`config.mk`:
```
export PLATFORM = sky130hd
export DESIGN_NAME = epi_top
export DESIGN_NICKNAME = d
export VERILOG_FILES = /design/src/inc/epi_pkg.sv /design/src/hw/epi_top.sv /design/src/hw/epi_sync.sv
export SDC_FILE = /design/constraint.sdc
export NUM_CORES = 1
export LEC_CHECK = 0
export ABC_AREA = 1
export BUFFER_PORTS_ARGS = -buffer_cell sky130_fd_sc_hd__buf_4
export CAP_MARGIN = 10
export CORE_ASPECT_RATIO = 1.5
export CORE_MARGIN = 5
export CORE_UTILIZATION = 52
export CTS_CLUSTER_SIZE = 28
export DETAILED_ROUTE_END_ITERATION = 10
export GPL_TIMING_DRIVEN = 0
export HOLD_SLACK_MARGIN = 0.12
export PLACE_DENSITY = 0.75
export SLEW_MARGIN = 30
export SYNTH_ARGS = -nofsm -noshare
export SYNTH_HDL_FRONTEND = slang
export SYNTH_SLANG_ARGS = --single-unit
```
`constraint.sdc`:
```
create_clock -name SYS_CLK -period 1.55 [get_ports SYS_CLK]
set_clock_uncertainty 0.15 [all_clocks]
set_input_delay 0.465 -clock SYS_CLK [delete_from_list [all_inputs] [get_ports SYS_CLK]]
set_output_delay 0.465 -clock SYS_CLK [all_outputs]
set_load 0.01 [all_outputs]
```
`src/inc/epi_pkg.sv`:
```
// constants for the external pin interrupt unit
// assumes an 8-bit register port and one 10 MHz clock
package epi_pkg;
    // register offsets
    localparam logic [7:0] OFS_DED_PENDING = 8'h1c;
    localparam logic [7:0] OFS_DED_ENABLE  = 8'h1d;
    localparam logic [7:0] OFS_BANK_ENABLE = 8'h68;
    localparam logic [7:0] OFS_DED_SENSE   = 8'h69;
    localparam logic [7:0] OFS_BANK3_MASK  = 8'h6a;
    localparam logic [7:0] OFS_BANK0_MASK  = 8'h6b;
    localparam logic [7:0] OFS_BANK1_MASK  = 8'h6c;
    localparam logic [7:0] OFS_BANK2_MASK  = 8'h6d;
    localparam logic [7:0] OFS_BANK_PEND   = 8'h1b;
    // field positions and widths
    localparam int SENSE_A_POS  = 0;
    localparam int SENSE_B_POS  = 2;
    localparam int SENSE_W      = 2;
    localparam int DED_NUM      = 2;
    localparam int BANK_NUM     = 4;
    localparam int PC_NUM       = 28;
    localparam int BANK_W       = 8;
    localparam int BANK3_W      = 4;
    localparam int IRQ_NUM      = 6;
    localparam int IRQ_DED_A    = 0;
    localparam int IRQ_DED_B    = 1;
    localparam int IRQ_BANK0    = 2;
    // reset value of every register
    localparam logic [7:0] REG_RESET = 8'h00;
    // sense codes
    typedef enum logic [1:0] {
        SENSE_LOW  = 2'b00,
        SENSE_ANY  = 2'b01,
        SENSE_FALL = 2'b10,
        SENSE_RISE = 2'b11
    } epi_sense_t;
endpackage

```
`src/hw/epi_top.sv`:
```
// external pin interrupt unit: two dedicated inputs, 28 pin-change inputs
// assumes a one-cycle register port and a cpu dispatch on the same clock
`timescale 1ns/10ps
`default_nettype none
module epi_top
    import epi_pkg::*;
(
    input  wire logic                SYS_CLK,
    input  wire logic                RSTN,
    input  wire logic [7:0]          ADDR,
    input  wire logic [7:0]          WR_DATA,
    input  wire logic                WR_STB,
    input  wire logic                RD_STB,
    output logic      [7:0]          RD_DATA,
    input  wire logic                DEDICATED_INPUT_A,
    input  wire logic                DEDICATED_INPUT_B,
    input  wire logic [PC_NUM-1:0]   BANK_INPUTS,
    input  wire logic                GLOBAL_INT_EN,
    input  wire logic [IRQ_NUM-1:0]  VECTOR_ACK,
    output logic      [IRQ_NUM-1:0]  IRQ_REQ
);

    ////////////////////////////////////////////////////////////////////////////
    // state

    typedef struct packed {
        logic [1:0]          settle;
        logic [7:0]          sense;
        logic [DED_NUM-1:0]  ded_en;
        logic [DED_NUM-1:0]  ded_pend;
        logic [BANK_NUM-1:0] bank_en;
        logic [BANK_NUM-1:0] bank_pend;
        logic [PC_NUM-1:0]   pc_mask;
        logic [DED_NUM-1:0]  prev_ded;
        logic [PC_NUM-1:0]   prev_pc;
        logic [IRQ_NUM-1:0]  irq;
        logic [7:0]          rdata;
    } epi_state_t;

    epi_state_t st_r;
    epi_state_t st_nxt;

    logic [DED_NUM+PC_NUM-1:0] pins_raw;
    logic [DED_NUM+PC_NUM-1:0] pins_sync;
    logic [DED_NUM-1:0]        ded_cur;
    logic [PC_NUM-1:0]         pc_cur;
    logic [PC_NUM-1:0]         pin_live;
    logic [7:0]                view_sense;
    logic [7:0]                view_ded_en;
    logic [7:0]                view_ded_pend;
    logic [7:0]                view_bank_en;
    logic [7:0]                view_bank_pend;
    logic [7:0]                view_mask0;
    logic [7:0]                view_mask1;
    logic [7:0]                view_mask2;
    logic [7:0]                view_mask3;

    ////////////////////////////////////////////////////////////////////////////
    // pin synchronisers

    // pins read as they stand, whatever drives them
    assign pins_raw = {BANK_INPUTS, DEDICATED_INPUT_B, DEDICATED_INPUT_A};

    // every pin passes two flops first
    epi_sync #(
        .W (DED_NUM + PC_NUM)
    ) u_sync (
        .clk   (SYS_CLK),
        .rst_n (RSTN),
        .din   (pins_raw),
        .dout  (pins_sync)
    );

    assign ded_cur = pins_sync[DED_NUM-1:0];
    assign pc_cur  = pins_sync[DED_NUM+PC_NUM-1:DED_NUM];

    ////////////////////////////////////////////////////////////////////////////
    // per-pin gating: mask bit counts only with its bank enable

    for (genvar g = 0; g < PC_NUM; g++) begin : g_live
        assign pin_live[g] = st_r.pc_mask[g] & st_r.bank_en[g / BANK_W];
    end

    ////////////////////////////////////////////////////////////////////////////
    // register read images, reserved bits zero

    assign view_sense     = {4'h0, st_r.sense[3:0]};
    assign view_ded_en    = {6'h00, st_r.ded_en};
    assign view_ded_pend  = {6'h00, st_r.ded_pend};
    assign view_bank_en   = {4'h0, st_r.bank_en};
    assign view_bank_pend = {4'h0, st_r.bank_pend};
    assign view_mask0     = st_r.pc_mask[7:0];
    assign view_mask1     = st_r.pc_mask[15:8];
    assign view_mask2     = st_r.pc_mask[23:16];
    assign view_mask3     = {4'h0, st_r.pc_mask[27:24]};

    ////////////////////////////////////////////////////////////////////////////
    // next state

    always_comb begin
        logic [DED_NUM-1:0]  ded_hit;
        logic [DED_NUM-1:0]  ded_lvl;
        logic [DED_NUM-1:0]  ded_clr;
        logic [BANK_NUM-1:0] bank_hit;
        logic [BANK_NUM-1:0] bank_clr;
        logic [DED_NUM-1:0]  rise;
        logic [DED_NUM-1:0]  fall;
        logic [PC_NUM-1:0]   chg;
        epi_sense_t          mode;
        logic                armed;
        armed    = 1'b0;
        ded_hit  = '0;
        ded_lvl  = '0;
        ded_clr  = '0;
        bank_hit = '0;
        bank_clr = '0;
        mode     = SENSE_LOW;
        st_nxt   = st_r;

        // compare with the held sample, so a change while the
        // clock stood still shows at its first edge
        // no edge until the synchroniser holds real pin values, so an
        // idle-high pin gives no false edge after reset
        armed = (st_r.settle == 2'h3);
        rise = ded_cur & ~st_r.prev_ded & {DED_NUM{armed}};
        fall = ~ded_cur & st_r.prev_ded & {DED_NUM{armed}};
        chg  = (pc_cur ^ st_r.prev_pc) & {PC_NUM{armed}};

        st_nxt.settle   = armed ? st_r.settle : st_r.settle + 2'h1;
        st_nxt.prev_ded = ded_cur;
        st_nxt.prev_pc  = pc_cur;

        // dedicated inputs: a at bits 1:0, b at 3:2
        for (int i = 0; i < DED_NUM; i++) begin
            mode = epi_sense_t'(st_r.sense[i*SENSE_W +: SENSE_W]);
            case (mode)
                SENSE_LOW: begin
                    ded_lvl[i] = 1'b1;
                end
                SENSE_ANY: begin
                    ded_hit[i] = rise[i] | fall[i];
                end
                SENSE_FALL: begin
                    ded_hit[i] = fall[i];
                end
                SENSE_RISE: begin
                    ded_hit[i] = rise[i];
                end
                default: begin
                    ded_hit[i] = 1'b0;
                end
            endcase
        end

        // pin changes grouped by eight; mask needs bank enable
        for (int j = 0; j < PC_NUM; j++) begin
            if (chg[j] && pin_live[j]) begin
                bank_hit[j/BANK_W] = 1'b1;
            end
        end

        // register writes
        if (WR_STB) begin
            case (ADDR)
                OFS_DED_SENSE: begin
                    st_nxt.sense = {4'h0, WR_DATA[3:0]};
                end
                OFS_DED_ENABLE: begin
                    st_nxt.ded_en = WR_DATA[DED_NUM-1:0];
                end
                OFS_DED_PENDING: begin
                    ded_clr = WR_DATA[DED_NUM-1:0];
                end
                OFS_BANK_ENABLE: begin
                    st_nxt.bank_en = WR_DATA[BANK_NUM-1:0];
                end
                OFS_BANK_PEND: begin
                    bank_clr = WR_DATA[BANK_NUM-1:0];
                end
                OFS_BANK0_MASK: begin
                    st_nxt.pc_mask[7:0] = WR_DATA;
                end
                OFS_BANK1_MASK: begin
                    st_nxt.pc_mask[15:8] = WR_DATA;
                end
                OFS_BANK2_MASK: begin
                    st_nxt.pc_mask[23:16] = WR_DATA;
                end
                OFS_BANK3_MASK: begin
                    st_nxt.pc_mask[27:24] = WR_DATA[BANK3_W-1:0];
                end
                default: begin
                    st_nxt.sense = st_r.sense;
                end
            endcase
        end

        // vectoring clears too; a new hit wins over any clear
        ded_clr  = ded_clr | VECTOR_ACK[IRQ_DED_B:IRQ_DED_A];
        bank_clr = bank_clr | VECTOR_ACK[IRQ_NUM-1:IRQ_BANK0];
        st_nxt.ded_pend  = (st_r.ded_pend & ~ded_clr) | ded_hit;
        st_nxt.bank_pend = (st_r.bank_pend & ~bank_clr) | bank_hit;
        // level mode holds its pending bit cleared
        st_nxt.ded_pend  = st_nxt.ded_pend & ~ded_lvl;

        // requests to dispatch
        for (int i = 0; i < DED_NUM; i++) begin
            if (ded_lvl[i]) begin
                // level request follows the pin
                st_nxt.irq[i] = ~ded_cur[i] & st_r.ded_en[i] & GLOBAL_INT_EN;
            end else begin
                st_nxt.irq[i] = st_r.ded_pend[i] & st_r.ded_en[i] & GLOBAL_INT_EN;
            end
        end
        for (int b = 0; b < BANK_NUM; b++) begin
            st_nxt.irq[IRQ_BANK0 + b] = st_r.bank_pend[b] & st_r.bank_en[b] & GLOBAL_INT_EN;
        end

        // register reads, unused bits zero
        st_nxt.rdata = 8'h00;
        if (RD_STB) begin
            case (ADDR)
                OFS_DED_SENSE: begin
                    st_nxt.rdata = view_sense;
                end
                OFS_DED_ENABLE: begin
                    st_nxt.rdata = view_ded_en;
                end
                OFS_DED_PENDING: begin
                    st_nxt.rdata = view_ded_pend;
                end
                OFS_BANK_ENABLE: begin
                    st_nxt.rdata = view_bank_en;
                end
                OFS_BANK_PEND: begin
                    st_nxt.rdata = view_bank_pend;
                end
                OFS_BANK0_MASK: begin
                    st_nxt.rdata = view_mask0;
                end
                OFS_BANK1_MASK: begin
                    st_nxt.rdata = view_mask1;
                end
                OFS_BANK2_MASK: begin
                    st_nxt.rdata = view_mask2;
                end
                OFS_BANK3_MASK: begin
                    st_nxt.rdata = view_mask3;
                end
                default: begin
                    st_nxt.rdata = REG_RESET;
                end
            endcase
        end
    end

    ////////////////////////////////////////////////////////////////////////////
    // state register

    always_ff @(posedge SYS_CLK) begin
        if (!RSTN) begin
            st_r <= '0;
        end else begin
            st_r <= st_nxt;
        end
    end

    assign RD_DATA = st_r.rdata;
    assign IRQ_REQ = st_r.irq;

endmodule
`default_nettype wire

```
`src/hw/epi_sync.sv`:
```
// two-stage synchroniser for a group of pins
// assumes the pins are asynchronous to clk
`timescale 1ns/10ps
`default_nettype none
module epi_sync #(
    parameter int W = 1
) (
    input  wire logic         clk,
    input  wire logic         rst_n,
    input  wire logic [W-1:0] din,
    output logic      [W-1:0] dout
);

    typedef struct packed {
        logic [W-1:0] s1;
        logic [W-1:0] s2;
    } epi_sync_st_t;

    epi_sync_st_t st_r;
    epi_sync_st_t st_nxt;

    always_comb begin
        st_nxt    = st_r;
        st_nxt.s1 = din;
        st_nxt.s2 = st_r.s1;
    end

    always_ff @(posedge clk) begin
        if (!rst_n) begin
            st_r <= '0;
        end else begin
            st_r <= st_nxt;
        end
    end

    assign dout = st_r.s2;

endmodule
`default_nettype wire

```
==> summary.md <==
| Metric | Value |
|---|---|
| Fmax achieved | `between 600 and 700 MHz` |
| Sequential cell area | `3010 µm²` |
| Placed Area | `approximately 6700 µm²` |
| Startpoint Class | `primary input` |
| Worst Path Required | `roughly 1.8 ns` |
| Max-slew headroom | `0.661` |
| Status | `complete, but fails checks` |
| Yosys warns | `0` |
| Post-Route WL | `around 14 mm` |
| Adder-cell share of the synthesized area | `0.00209` |
| Worst setup path class | `primary input to register` |
| Total number of vias | `a little over 5000` |
| Max VDD drop | `752 µV` |
| Fill count | `roughly 960` |
| Post-DRT Antenna Nets | `0` |
| Post-synthesis compound-gate area fraction | `0.0969` |
| Routed met1 length | `about 5.2 mm` |
| Tcrit/Tclk final | `0.946` |
| HPWL after detailed placement | `10.2 mm` |
| Post-synth EDFFs | `0` |
| Setup-failing EPs final | `0` |
| Vias/cell | `about 4.8` |
| Min-Delay Path Depth | `3` |
| Setup repair after global routing missed its margin | `false` |
| Mux cell area share after synthesis | `0` |
| WL/cell | `12.8 µm` |
| Initial antenna violation count | `0` |
| Largest net degree at the start of global routing | `17` |
| Nets | `980` |
| Clk sinks | `150` |
| CTS tree | `done` |
| Clk Latency, worst-skew pair | `~0.42 ns` |
| Vias in the first global route | `around 4800` |
| Router iterations before antenna repair | `8` |
| Die area | `about 14000 µm²` |
| Number of diodes | `0` |
| Final instance area | `7580 µm²` |
| First-pass GRT wire length | `22.5 mm` |
| Row cnt | `48` |
| CP arrival | `~1.7 ns` |
| Least-Margin Pin Slew | `0.508 ns` |
| Synth Area in XOR/XNOR | `0` |
| Core area | `~11000 µm²` |
| Synth Net Count | `874` |
| Die Y | `approximately 140 µm` |
| Number of I/O port buffers | `a little under 70` |
| Bufs on Longest Clock Path | `2` |
| Root Buffer | `clkbuf_16` |
| I/O Pins | `71` |
| Die W | `slightly below 100 µm` |
| Main combinational cell family by area after synthesis | `simple AND/OR/NAND/NOR gates` |
| Critical Path End Type | `register` |
| TritonCTS Buffers | `17` |
| Yosys reg bits | `150` |
| Area Overhead vs Synth | `26.9%` |
| # H-tree levels | `4` |
| Met3 wire len | `about 820 µm` |
| Worst Path Max Fanout | `10` |
| Max layer used | `met4` |
| FF-to-FF path depth | `4` |
| Tmin final | `around 1.5 ns` |
| P_leak | `~0.0039 µW` |
| Yosys cell types | `29` |
| Routability cong. | `0.945` |
| Hold Violations, Final | `0` |
| Syn_area_per_cell | `~7.3 µm²` |
| Failing checks | `design-rule violations` |
| Gate Count Post-Synth | `slightly above 800` |
| Iter 0 DRT Violations | `369` |
| Remaining Overflow, GRT | `0` |
| Post-Synth Simple-Gate Area | `0.246` |
| Fin Setup TNS | `0 ns` |
| Pins Over Slew Limit | `0` |
| Max-Cap Viols | `0` |
| Min-Delay Path Class | `primary input to register` |
| GR Util All Layers | `0.207` |
| Register area share after synthesis | `0.503` |
| Top FF cell, synth | `dfxtp_1` |
| Initial Utilization | `0.524` |
| Met2 WL | `~7.2 mm` |
| Clock transition at the registers of the reported paths | `about 0.06 ns` |
| Asr flop ratio synth | `0` |
| Area of the multi-input gates | `2080 µm²` |
| Layout cell share with drive strength beyond 1 | `0.150` |
| Syn Std Cell Area | `between 5000 and 6000 µm²` |
| Power per cell area | `roughly 1200 nW/µm²` |
| DRC viols | `2` |
layer usage:
layer | vias to the layer above | track usage
met2 | 188 | 0.375
li1 | 2667 | -
met1 | 2275 | 0.208
met5 | - | 0
met3 | 56 | 0.0507
met4 | 0 | 0.135
logic make-up after synthesis:
kind of cell,Yosys count
buffers and inverters,219
AND/OR/NAND/NOR,335
AO/OA/AOI/OAI,111
flip-flops,150
adder cells (fa/ha/maj),1
cells in the mapped netlist, types with 2 or more instances:
library cell,count,share of area
nand2_1,209,0.13
inv_1,180,0.11
dfxtp_1,150,0.50
a21oi_1,50,0.042
nand3_1,49,0.041
o21ai_0,46,0.039
nor2_1,45,0.028
clkbuf_1,15,0.0094
buf_4,14,0.018
nand2_2,7,0.0073
nand4_1,6,0.0063
o211ai_1,6,0.0075
o21ai_1,6,0.0050
nor2_4,5,0.0094
or2_2,5,0.0052
buf_2,3,0.0025
inv_2,3,0.0019
nand2_4,3,0.0057
a2111oi_0,2,0.0029
buf_8,2,0.0050
nand3_2,2,0.0034
report_power, final:
| group | internal [µW] | switching, µW |
|---|---|---|
| Sequential | 3960 | 50.8 |
| Combinational | 232 | 270 |
| Clock | 2700 | 1580 |
| Total | 6890 | 1900 |
state kept, by name, indices dropped and copies added (netlist names):
name / count
st_r: 76
u_sync.dout: 30
u_sync.st_nxt: 30
RD_DATA: 8
IRQ_REQ: 6
path summary, 6_finish.rpt:
| check | start | end | slack [ns] |
|---|---|---|---|
| hold / removal | WR_DATA[4] | st_r[48]$_SDFFE_PN0P_ | 0.17 |
| hold reg to reg | u_sync.st_nxt[17]$_SDFF_PN0_ | u_sync.dout[17]$_SDFF_PN0_ | 0.26 |
| setup / recovery | ADDR[4] | RD_DATA[0]$_SDFF_PN0_ | 0.08 |
| setup reg to reg | st_r[92]$_SDFFE_PN0N_ | st_r[92]$_SDFFE_PN0N_ | 0.15 |
timing repair:
| action | 4_1_cts | 5_1_grt |
|---|---|---|
| hold endpoints to repair | 30 | 0 |
| gates resized for setup | 15 | 3 |
| hold buffers | 30 | 0 |
| cloned | 0 | 0 |
| endpoints found under the setup margin | 14 | 13 |
| buffers inserted | 0 | 3 |
| pin swaps | 0 | 1 |
cells in the final DEF, fill, tap and decap left out, drive strengths merged:
cell type      n
nand2        219
inv          185
dfxtp        150
buf           78
nand3         52
o21ai         52
nor2          51
a21oi         50
clkbuf        36
dlygate4sd3   30
o211ai         6
nand4          6
or2            5
clkinvlp       4
bufinv         4
a2111oi        2
o22ai          1
nor3           1
nand3b         1
ha             1
clkinv         1
worst max-delay path: stages:
cell,delay (ns)
buf_4,0.13
inv_4,0.05
nand2_4,0.06
nor2_8,0.17
buf_8,0.18
nand2_4,0.09
o21ai_0,0.26
nor2_1,0.11
a21oi_1,0.15
final cells by class:
class	count	area share
sequential	150	0.396
multi-input combinational	447	0.274
timing repair buffer	102	0.118
inverter	183	0.0912
clock buffer	21	0.0581
tap	150	0.0247
clock inverter	11	0.0228
buffer	21	0.0150
stage by stage:
step                      hold WS [ns]  setup slack, ns   util  power, µW  std cells
after CTS                        0.167          -0.0304  0.663       8830       1084
after global placement           0.243           -0.350  0.586       4520       1035
after global routing             0.185           0.0101  0.665       9060       1085
after floorplan                  0.240          -0.0160      -       4320        816
after detailed placement         0.246           -0.344  0.586       4530       1035
final                            0.174           0.0836  0.665       8790       1085
Power figures use the tool's default switching activity.
